[config.mk]
export PLATFORM = sky130hd
export DESIGN_NAME = fbp_core
export DESIGN_NICKNAME = d
export VERILOG_FILES = /design/src/core/fbp_pkg.sv /design/src/core/fbp_sync.sv /design/src/core/fbp_range.sv /design/src/core/fbp_core.sv
export VERILOG_INCLUDE_DIRS = /design/src /design/src/core
export SDC_FILE = /design/constraint.sdc
export NUM_CORES = 1
export LEC_CHECK = 0
export BUFFER_PORTS_ARGS = -buffer_cell sky130_fd_sc_hd__buf_2
export CELL_PAD_IN_SITES_DETAIL_PLACEMENT = 0
export CELL_PAD_IN_SITES_GLOBAL_PLACEMENT = 1
export CORE_MARGIN = 1.5
export CORE_UTILIZATION = 44
export CTS_BUF_LIST = sky130_fd_sc_hd__clkbuf_8
export DETAILED_ROUTE_END_ITERATION = 10
export PLACE_DENSITY = 0.81
export SETUP_SLACK_MARGIN = 0.3
export SLEW_MARGIN = 25
export SYNTH_ARGS = -nofsm -noshare
export SYNTH_HDL_FRONTEND = slang
export SYNTH_SLANG_ARGS = --single-unit
[constraint.sdc]
create_clock -name clk_sys -period 4 [get_ports clk_sys]
set_input_delay 0.8 -clock clk_sys [delete_from_list [all_inputs] [get_ports clk_sys]]
set_output_delay 0.8 -clock clk_sys [all_outputs]
set_load 0.02 [all_outputs]
[src/core/fbp_params.svh]
/*
  Constants of the block-protect logic: register offsets, field positions,
  reset values and address layout. Assumes a byte-addressed Avalon slave
  with one aligned 32-bit word per register.
*/
`ifndef FBP_PARAMS_SVH
`define FBP_PARAMS_SVH

// Register byte offsets
`define FBP_OFS_CTRL     5'h00
`define FBP_OFS_PROTECT  5'h04
`define FBP_OFS_ADDR     5'h08
`define FBP_OFS_DATA     5'h0C
`define FBP_OFS_STATUS   5'h10

// Control fields
`define FBP_CTRL_PGM     0
`define FBP_CTRL_ERASE   1
`define FBP_CTRL_MASS    2
`define FBP_CTRL_HV      3

// Status fields
`define FBP_ST_VTST      0
`define FBP_ST_BULK_OK   1
`define FBP_ST_ADDR_PROT 2
`define FBP_ST_ARMED     3
`define FBP_ST_LATCHED   4
`define FBP_ST_START_LSB 16

// Address layout
`define FBP_TOP_BITS     2'h3
`define FBP_PAGE_BITS    6
`define FBP_ROW_BITS     5
`define FBP_ALL_ONES     8'hFF
`define FBP_ALL_ZERO     8'h00
`define FBP_PROT_ADDR    16'hFFBE

// Reset values
`define FBP_RST_PROT     8'h00
`define FBP_RST_ADDR     16'h0000
`define FBP_RST_RDATA    32'h0000_0000

`endif

[src/core/fbp_pkg.sv]
/*
  Types and decode functions of the block-protect logic.
  Assumes fbp_params.svh is on the include path.
*/
`include "fbp_params.svh"

package fbp_pkg;

  typedef enum logic [2:0] {
    FBP_IDLE    = 3'b000,
    FBP_SEL     = 3'b001,
    FBP_ARMED   = 3'b010,
    FBP_LATCHED = 3'b011,
    FBP_HV      = 3'b100
  } fbp_seq_t;

  // Start of protected range: top bits ones, low page bits zero
  function automatic logic [15:0] fbp_start(input logic [7:0] bits);
    fbp_start = {`FBP_TOP_BITS, bits, 6'h00};
  endfunction

  // True when a program (or, with page set, a page erase) is refused
  function automatic logic fbp_refused(input logic [7:0]  bits,
                                       input logic [15:0] addr,
                                       input logic [15:0] paddr,
                                       input logic        vtst,
                                       input logic        page);
    logic hit_pb;
    hit_pb = page ? (addr[15:6] == paddr[15:6]) : (addr == paddr);
    if (vtst)
      fbp_refused = 1'b0;
    else if (hit_pb)
      fbp_refused = 1'b1;
    else if (bits == `FBP_ALL_ONES)
      fbp_refused = 1'b0;
    else if (bits == `FBP_ALL_ZERO)
      fbp_refused = 1'b1;
    else
      fbp_refused = (addr >= fbp_start(bits));
  endfunction

  // Byte-lane merge of a bus write into a register word
  function automatic logic [31:0] fbp_merge(input logic [31:0] old,
                                            input logic [31:0] wd,
                                            input logic [3:0]  be);
    logic [31:0] m;
    m = {{8{be[3]}}, {8{be[2]}}, {8{be[1]}}, {8{be[0]}}};
    fbp_merge = (old & ~m) | (wd & m);
  endfunction

endpackage

[src/core/fbp_sync.sv]
/*
  Two-flop synchroniser for level inputs coming from pins.
  Assumes the input is a slow level; no pulse is guaranteed to pass.
*/
`timescale 1ns/1ps

module fbp_sync #(
  parameter int WIDTH = 1
) (
  input  wire logic             clk_sys, // System clock
  input  wire logic             rst,     // Async reset, active high
  input  wire logic [WIDTH-1:0] din,     // Asynchronous level
  output logic      [WIDTH-1:0] dout     // Synchronised level
);

  logic [WIDTH-1:0] meta;

  always_ff @(posedge clk_sys or posedge rst) begin
    if (rst) begin
      meta <= '0;
      dout <= '0;
    end else begin
      meta <= din;
      dout <= meta;
    end
  end

endmodule

[src/core/fbp_range.sv]
/*
  Protected-range decoder: start address, bulk-erase permission and two
  independent refusal checks. Purely combinational; assumes the protect
  byte is already registered on the system clock.
*/
`timescale 1ns/1ps

module fbp_range
  import fbp_pkg::*;
#(
  parameter logic [15:0] PROT_ADDR = `FBP_PROT_ADDR
) (
  input  wire logic [7:0]  bits,    // Protect-start bits
  input  wire logic        vtst,    // Test voltage sensed
  input  wire logic [15:0] addr_a,  // First address, byte check
  input  wire logic [15:0] addr_b,  // Second address
  input  wire logic        page_b,  // Second check is a page erase
  output logic      [15:0] start,   // Protect start address
  output logic             refuse_a,// First address refused
  output logic             refuse_b,// Second address refused
  output logic             bulk_ok  // Whole-array erase allowed
);

  assign start    = fbp_start(bits);
  assign refuse_a = fbp_refused(bits, addr_a, PROT_ADDR, vtst, 1'b0);
  assign refuse_b = fbp_refused(bits, addr_b, PROT_ADDR, vtst, page_b);
  // Without test voltage, any protected block shuts off bulk erase
  assign bulk_ok  = (bits == `FBP_ALL_ONES) | vtst;

endmodule

[src/core/fbp_core.sv]
/*
  Block-protect controller for the on-chip program array, with an
  Avalon-MM register slave. Holds the program/erase select bits, the
  high-voltage enable and the target latch, and drives the array macro.
  Assumes the array macro supplies the stored protect-start byte on the
  system clock and acts on the arr_* strobes; the test-voltage detector
  output arrives asynchronously from the interrupt pin.
*/
// Our own choices: the register addresses and the Avalon-MM register port.
`timescale 1ns/1ps

module fbp_core
  import fbp_pkg::*;
#(
  parameter logic [15:0] PROT_ADDR = `FBP_PROT_ADDR
) (
  input  wire logic        clk_sys,          // 200 MHz system clock
  input  wire logic        rst,              // Async reset, active high
  input  wire logic [4:0]  avs_address,      // Byte address
  input  wire logic        avs_read,         // Read request
  input  wire logic        avs_write,        // Write request
  input  wire logic [3:0]  avs_byteenable,   // Write byte lanes
  input  wire logic [31:0] avs_writedata,    // Write data
  output logic [31:0]      avs_readdata,     // Read data
  output logic             avs_waitrequest,  // Stall, active high
  input  wire logic [7:0]  protect_start_bits, // Stored protect byte
  input  wire logic        test_high_voltage,  // Pin detector, async
  output logic [15:0]      arr_addr,         // Array target address
  output logic [7:0]       arr_wdata,        // Array program data
  output logic             arr_prog,         // One-cycle byte program
  output logic             arr_hv,           // High voltage to array
  output logic             arr_erase,        // Page erase active
  output logic             arr_mass          // Bulk erase active
);

  //////////////////////////////////////////////////////////////////////////
  // Registers and state

  fbp_seq_t    state;
  fbp_seq_t    next_state;
  logic        program_select;
  logic        erase_select;
  logic        mass_select;
  logic        high_voltage_enable;
  logic [15:0] addr_reg;
  logic [15:0] target;
  logic [7:0]  protect_start_byte;
  logic        vtst_s;

  //////////////////////////////////////////////////////////////////////////
  // Test-voltage pin and range decoding

  fbp_sync #(
    .WIDTH (1)
  ) u_sync (
    .clk_sys (clk_sys),
    .rst     (rst),
    .din     (test_high_voltage),
    .dout    (vtst_s)
  );

  wire logic [15:0] prot_start;
  wire logic        addr_refused;
  wire logic        tgt_refused;
  wire logic        bulk_ok;
  wire logic        page_op = erase_select & ~mass_select;

  fbp_range #(
    .PROT_ADDR (PROT_ADDR)
  ) u_range (
    .bits     (protect_start_byte),
    .vtst     (vtst_s),
    .addr_a   (addr_reg),
    .addr_b   (target),
    .page_b   (page_op),
    .start    (prot_start),
    .refuse_a (addr_refused),
    .refuse_b (tgt_refused),
    .bulk_ok  (bulk_ok)
  );

  // Stored byte only follows the array; no bus path reaches it
  always_ff @(posedge clk_sys or posedge rst) begin
    if (rst)
      protect_start_byte <= `FBP_RST_PROT;
    else
      protect_start_byte <= protect_start_bits;
  end

  //////////////////////////////////////////////////////////////////////////
  // Bus decode

  wire logic        req     = avs_read | avs_write;
  wire logic        wr_fire = avs_write & ~avs_waitrequest;
  wire logic        rd_fire = avs_read & ~avs_waitrequest;
  wire logic        sel_ctrl   = (avs_address == `FBP_OFS_CTRL);
  wire logic        sel_prot   = (avs_address == `FBP_OFS_PROTECT);
  wire logic        sel_addr   = (avs_address == `FBP_OFS_ADDR);
  wire logic        sel_data   = (avs_address == `FBP_OFS_DATA);
  wire logic        sel_status = (avs_address == `FBP_OFS_STATUS);
  wire logic        wr_ctrl = wr_fire & sel_ctrl;
  wire logic        wr_addr = wr_fire & sel_addr;
  wire logic        wr_data = wr_fire & sel_data & avs_byteenable[0];
  wire logic        rd_prot = rd_fire & sel_prot;

  wire logic [31:0] ctrl_word = {28'h0, high_voltage_enable, mass_select,
                                 erase_select, program_select};
  wire logic [31:0] ctrl_new  = fbp_merge(ctrl_word, avs_writedata,
                                          avs_byteenable);
  wire logic [31:0] addr_new  = fbp_merge({16'h0, addr_reg},
                                          avs_writedata, avs_byteenable);

  wire logic        armed   = (state == FBP_ARMED) |
                              (state == FBP_LATCHED);
  wire logic        latched = (state == FBP_LATCHED) | (state == FBP_HV);

  wire logic [31:0] status_word = {
    prot_start, 11'h0, latched, armed, addr_refused, bulk_ok, vtst_s};

  wire logic [31:0] rd_mux =
    sel_ctrl   ? ctrl_word :
    sel_prot   ? {24'h0, protect_start_byte} :
    sel_addr   ? {16'h0, addr_reg} :
    sel_status ? status_word :
                 `FBP_RST_RDATA; // Data window and holes read zero

  //////////////////////////////////////////////////////////////////////////
  // Select interlock

  wire logic req_pgm  = ctrl_new[`FBP_CTRL_PGM];
  wire logic req_era  = ctrl_new[`FBP_CTRL_ERASE];
  wire logic req_mass = ctrl_new[`FBP_CTRL_MASS];
  wire logic req_hv   = ctrl_new[`FBP_CTRL_HV];
  // A write asking for both selects changes neither
  wire logic both_req = req_pgm & req_era;
  wire logic next_pgm = (wr_ctrl & ~both_req) ? req_pgm
                                              : program_select;
  wire logic next_era = (wr_ctrl & ~both_req) ? req_era
                                              : erase_select;
  // Mass select frozen while the pump runs
  wire logic next_mass = (wr_ctrl & ~high_voltage_enable) ? req_mass
                                                          : mass_select;

  //////////////////////////////////////////////////////////////////////////
  // High-voltage gate

  // Erase of the whole array needs an all-ones protect byte or test voltage; page and
  // program targets are checked against the latched address.
  wire logic target_ok = program_select ? ~tgt_refused :
                         mass_select    ? bulk_ok      :
                                          ~tgt_refused;
  wire logic hv_set_ok = (state == FBP_LATCHED) & target_ok &
                         (program_select ^ erase_select);
  wire logic hv_raise  = wr_ctrl & req_hv & ~high_voltage_enable &
                         hv_set_ok;
  // Refused raise just leaves the bit clear; no flag is kept
  wire logic next_hv   = hv_raise ? 1'b1 :
                         (wr_ctrl & ~req_hv) ? 1'b0 :
                         high_voltage_enable;

  //////////////////////////////////////////////////////////////////////////
  // Programming during high voltage

  // Byte program only within the latched row and outside protection
  wire logic same_row = (addr_reg[15:`FBP_ROW_BITS] ==
                         target[15:`FBP_ROW_BITS]);
  wire logic prog_go  = wr_data & (state == FBP_HV) &
                        program_select & high_voltage_enable &
                        same_row & ~addr_refused;

  // Page erase acts on the whole aligned page if selected when the target latched
  wire logic [15:0] page_base = {addr_reg[15:`FBP_PAGE_BITS],
                                 {`FBP_PAGE_BITS{1'b0}}};

  //////////////////////////////////////////////////////////////////////////
  // Sequence state machine

  always_comb begin
    next_state = state;
    case (state)
      FBP_IDLE: begin
        if (program_select | erase_select)
          next_state = FBP_SEL;
      end
      FBP_SEL: begin
        if (~(program_select | erase_select))
          next_state = FBP_IDLE;
        else if (rd_prot)
          next_state = FBP_ARMED;
      end
      FBP_ARMED: begin
        if (~(program_select | erase_select))
          next_state = FBP_IDLE;
        else if (wr_data)
          next_state = FBP_LATCHED;
      end
      FBP_LATCHED: begin
        if (~(program_select | erase_select))
          next_state = FBP_IDLE;
        else if (hv_raise)
          next_state = FBP_HV;
      end
      FBP_HV: begin
        // A new sequence needs a fresh protect read
        if (~high_voltage_enable)
          next_state = (program_select | erase_select) ? FBP_SEL
                                                       : FBP_IDLE;
      end
      default: next_state = FBP_IDLE;
    endcase
  end

  //////////////////////////////////////////////////////////////////////////
  // Control registers

  always_ff @(posedge clk_sys or posedge rst) begin
    if (rst) begin
      state               <= FBP_IDLE;
      program_select      <= 1'b0;
      erase_select        <= 1'b0;
      mass_select         <= 1'b0;
      high_voltage_enable <= 1'b0;
    end else begin
      state               <= next_state;
      program_select      <= next_pgm;
      erase_select        <= next_era;
      mass_select         <= next_mass;
      high_voltage_enable <= next_hv;
    end
  end

  always_ff @(posedge clk_sys or posedge rst) begin
    if (rst)
      addr_reg <= `FBP_RST_ADDR;
    else if (wr_addr)
      addr_reg <= addr_new[15:0];
  end

  // Target latch: the address written while armed or latched
  always_ff @(posedge clk_sys or posedge rst) begin
    if (rst)
      target <= `FBP_RST_ADDR;
    else if (wr_data & armed)
      target <= addr_reg;
  end

  //////////////////////////////////////////////////////////////////////////
  // Bus answer: one wait state per access

  always_ff @(posedge clk_sys or posedge rst) begin
    if (rst) begin
      avs_waitrequest <= 1'b1;
      avs_readdata    <= `FBP_RST_RDATA;
    end else begin
      avs_waitrequest <= ~(req & avs_waitrequest);
      if (avs_read & avs_waitrequest)
        avs_readdata <= rd_mux;
    end
  end

  //////////////////////////////////////////////////////////////////////////
  // Array drive

  // Erase strobes drop as soon as the erase select is cleared, while the
  // pump stays on until software clears the enable.
  always_ff @(posedge clk_sys or posedge rst) begin
    if (rst) begin
      arr_addr  <= `FBP_RST_ADDR;
      arr_wdata <= 8'h00;
      arr_prog  <= 1'b0;
      arr_hv    <= 1'b0;
      arr_erase <= 1'b0;
      arr_mass  <= 1'b0;
    end else begin
      arr_prog  <= prog_go;
      arr_hv    <= next_hv;
      arr_erase <= next_hv & next_era & ~mass_select;
      arr_mass  <= next_hv & next_era & mass_select & bulk_ok;
      if (prog_go) begin
        arr_addr  <= addr_reg;
        arr_wdata <= avs_writedata[7:0];
      end else if (wr_data & armed) begin
        arr_addr  <= page_op ? page_base : addr_reg;
      end
    end
  end

endmodule

==> results.py <==
metrics = {
    "outcome": {
        "outcome": "complete, no violations",
    },
    "timing": {
        "slew_headroom_pct": 35.1,
        "max_freq_mhz": 329,
        "rsz0062_at_grt": "no",
        "min_period_over_period_pct": 75.9,
        "drv_slew": 0,
        "clock_skew_ps": 16.2,
        "period_minus_slack_ps": 3040,
        "hold_viol_final": 0,
        "setup_viol": 0,
        "finalSetupTns_ps": 0,
        "worstMarginPinSlew_ps": 972,
    },
    "worst_hold_path": {
        "worstHoldPathType": "reg2reg",
    },
    "cells_and_area": {
        "nFillCells": 1009,
        "multi_input_area_um2": 2090,
        "areaGrowthSynthToFinish_pct": 15.5,
        "layout_commonest_cell": "dfrtp_1",
        "area.sequential_um2": 2550,
        "layout_common_cells": "101 x dfrtp_1, 90 x buf_2, 45 x mux2_2, 39 x nand2_1, 21 x nor2_1",
        "final_util_pct": 51.7,
        "n_antenna_cell": 0,
        "finalNetCount": 575,
        "drive_gt1_share_pct": 32.3,
    },
    "floorplan": {
        "fp.dieH_um": 108,
        "core_area_um2": 10800,
        "num_io_pins": 115,
        "initial_utilization_pct": 44.8,
        "die_width_um": 108,
        "dieArea_um2": 11600,
        "rows": 38,
    },
    "placed_design": {
        "gp_congestion": 0.864,
        "dp.final_hpwl_mm": 8.36,
        "portBuffers": 90,
    },
    "setup_path": {
        "path_cells": "ha_1 > nor4bb_1 > a221o_1 > a22oi_1 > o2111ai_1 > buf_4 > and2_1 > mux2_2",
        "cp.arrival_ps": 3280,
        "start_kind": "flop",
        "worstPathMaxFanout": 14,
        "cpLargestDelayFamily": "simple AND/OR/NAND/NOR gates",
        "crit_required_ps": 4240,
        "critPathBufInv": 1,
        "critPathCaptureType": "flop",
        "critPathSlowestCell": "and2_1",
        "critPathMaxStageDelay_ps": 590,
        "crit_type": "reg2reg",
    },
    "power": {
        "leakagePower_nw": 2.91,
        "switching_share_pct": 27.3,
        "pwr-share-seq_pct": 56.1,
        "p_comb_share_pct": 12.3,
        "peakVddDrop_v": 0.000211,
        "p_sw_uw": 557,
        "intPower_mw": 1.49,
        "power.density_nw_per_um2": 366,
        "pwr-share-clk_pct": 31.6,
    },
    "clock_network": {
        "cts-root-buf": "clkbuf_8",
        "cts_inserted_buffers": 9,
        "clk_pin_slew_ps": 100,
        "postCtsSetupBuffers": 0,
        "worstSkewPairLatency_ps": 360,
        "h-tree-depth": 3,
        "ctsHoldBuffers": 0,
        "cts_tree": "built",
        "cts_resized": 0,
        "cts_max_path_buffers": 2,
        "cts_sinks": 102,
    },
    "route": {
        "drt-pass1-iter-count": 4,
        "ant_nets": 0,
        "routed_wl_mm": 11.4,
        "drc": 0,
        "drt_iter0_drc": 189,
        "vias_per_cell": 5.55,
        "vias": 3595,
        "wl_per_cell_um": 17.6,
    },
    "global_routing": {
        "grt_max_degree": 84,
        "grt_pass1_wl_mm": 18.7,
        "gr-total-overflow": 0,
        "grt_usage_pct": 21.1,
        "grt_pass1_vias": 3621,
        "antenna_found_initial": 0,
    },
    "synthesis": {
        "yosys_warnings": 0,
        "synthCells": 415,
        "synth-seq-area-share_pct": 52.8,
        "avgSynthCellArea_um2": 11.6,
        "async_reset_ff_share_pct": 100,
        "yosys_register_bits": 102,
        "ys_types": 59,
        "synth_edf_count": 0,
        "ys.flop_type": "dfrtp_1",
        "synthesis.area_um2": 4830,
    },
    "job": {
        "max-cap-violations": 0,
    },
}
power by group through the flow:
stage | Combinational [mW] | Sequential, mW | Clock (mW)
4_1_cts | 0.252 | 1.15 | 0.669
5_1_grt | 0.283 | 1.16 | 0.703
3_3_place_gp | 0.247 | 1.17 | 0
3_5_place_dp | 0.251 | 1.17 | 0
2_1_floorplan | 0.183 | 1.15 | 0
6_report | 0.251 | 1.15 | 0.645
worst paths after layout:
check                                 startpoint                              end  slack [ps]  cells past startpoint
setup reg to reg                            flop         arr_addr[15]$_DFFE_PP0P_         960                      8
hold / removal             u_sync.meta$_DFF_PP0_            u_sync.dout$_DFF_PP0_         360                      0
min in group asynchronous                    rst          arr_addr[9]$_DFFE_PP0P_         570                      2
setup / recovery                            flop         arr_addr[15]$_DFFE_PP0P_         960                      8
hold reg to reg            u_sync.meta$_DFF_PP0_            u_sync.dout$_DFF_PP0_         360                      0
max in group asynchronous                    rst  protect_start_byte[2]$_DFF_PP0_        2700                      3
layer usage:
layer,vias up,wire [um],share of wire [%],global-route usage [%]
li1,1680,-,-,-
met1,1792,5220,46,28.4
met2,107,5490,48,34.5
met3,16,505,4.4,4.24
met4,0,200,1.8,6.20
met5,-,0,0,0
worst register-to-register path, delay by kind of cell (launching register included):
| kind | cells | cell delay (ps) |
|---|---|---|
| buffers and inverters | 1 | 230 |
| DFF | 1 | 540 |
| and+or+nand+nor | 2 | 870 |
| muxes | 1 | 420 |
| AOI/OAI and AO/OA | 3 | 490 |
| adders and majority gates | 1 | 370 |
cell type report:
cell class | count | share of cell area, %
Tap cell | 140 | 3.14
Timing Repair Buffer | 95 | 8.74
Sequential cell | 102 | 45.8
Clock buffer | 10 | 2.47
Multi-Input combinational cell | 278 | 37.5
Clock inverter | 5 | 1.08
Inverter | 18 | 1.30
Yosys cell counts (2+ instances only):
cell type / count / area, um2
a21boi_0: 2 / 15.0
buf_4: 7 / 52.6
inv_1: 18 / 67.6
a221oi_1: 5 / 43.8
mux2_2: 45 / 507
a31oi_1: 2 / 12.5
buf_6: 3 / 33.8
and3_1: 3 / 18.8
nand4_1: 14 / 87.6
or3_1: 2 / 12.5
mux2_4: 3 / 45.0
or4_1: 2 / 15.0
buf_2: 4 / 20.0
nand3_1: 13 / 65.1
ha_1: 17 / 213
nor4_1: 10 / 62.6
nand3b_1: 2 / 15.0
o21ai_0: 12 / 60.1
a21o_1: 4 / 30.0
and2_1: 4 / 25.0
o22a_1: 2 / 17.5
a22o_1: 14 / 123
clkbuf_1: 7 / 26.3
a211o_1: 2 / 17.5
nand2_1: 39 / 146
and3b_1: 2 / 17.5
o2111ai_1: 2 / 17.5
o21bai_1: 2 / 15.0
a222oi_1: 3 / 30.0
dfrtp_1: 101 / 2530
xnor2_1: 11 / 96.3
a221o_1: 3 / 30.0
nor2b_1: 4 / 25.0
nor2_1: 21 / 78.8
nor4bb_1: 2 / 20.0
a21oi_1: 5 / 25.0
kinds of logic after synthesis:
| family | Yosys count | synth area share, % |
|---|---|---|
| compound gates | 65 | 10.2 |
| xor+xnor | 11 | 1.99 |
| fa+ha+maj | 18 | 4.61 |
| buf+inv | 40 | 4.22 |
| flops | 102 | 52.8 |
| mux | 49 | 11.6 |
| other cells | 1 | 0.0776 |
| simple gates | 129 | 14.5 |
through the flow:
stage / instance area (um2) / instances / setup slack [ps] / total power, mW / hold WS [ps]
after floorplan: 4850 / 420 / 526 / 1.33 / 331
after CTS: 5580 / 648 / 967 / 2.07 / 364
after detailed placement: 5380 / 633 / 883 / 1.42 / 342
after global routing: 5580 / 648 / 835 / 2.14 / 376
final: 5580 / 648 / 962 / 2.04 / 363
after global placement: 5380 / 633 / 1010 / 1.41 / 338
(Power assumes the default switching activity.)
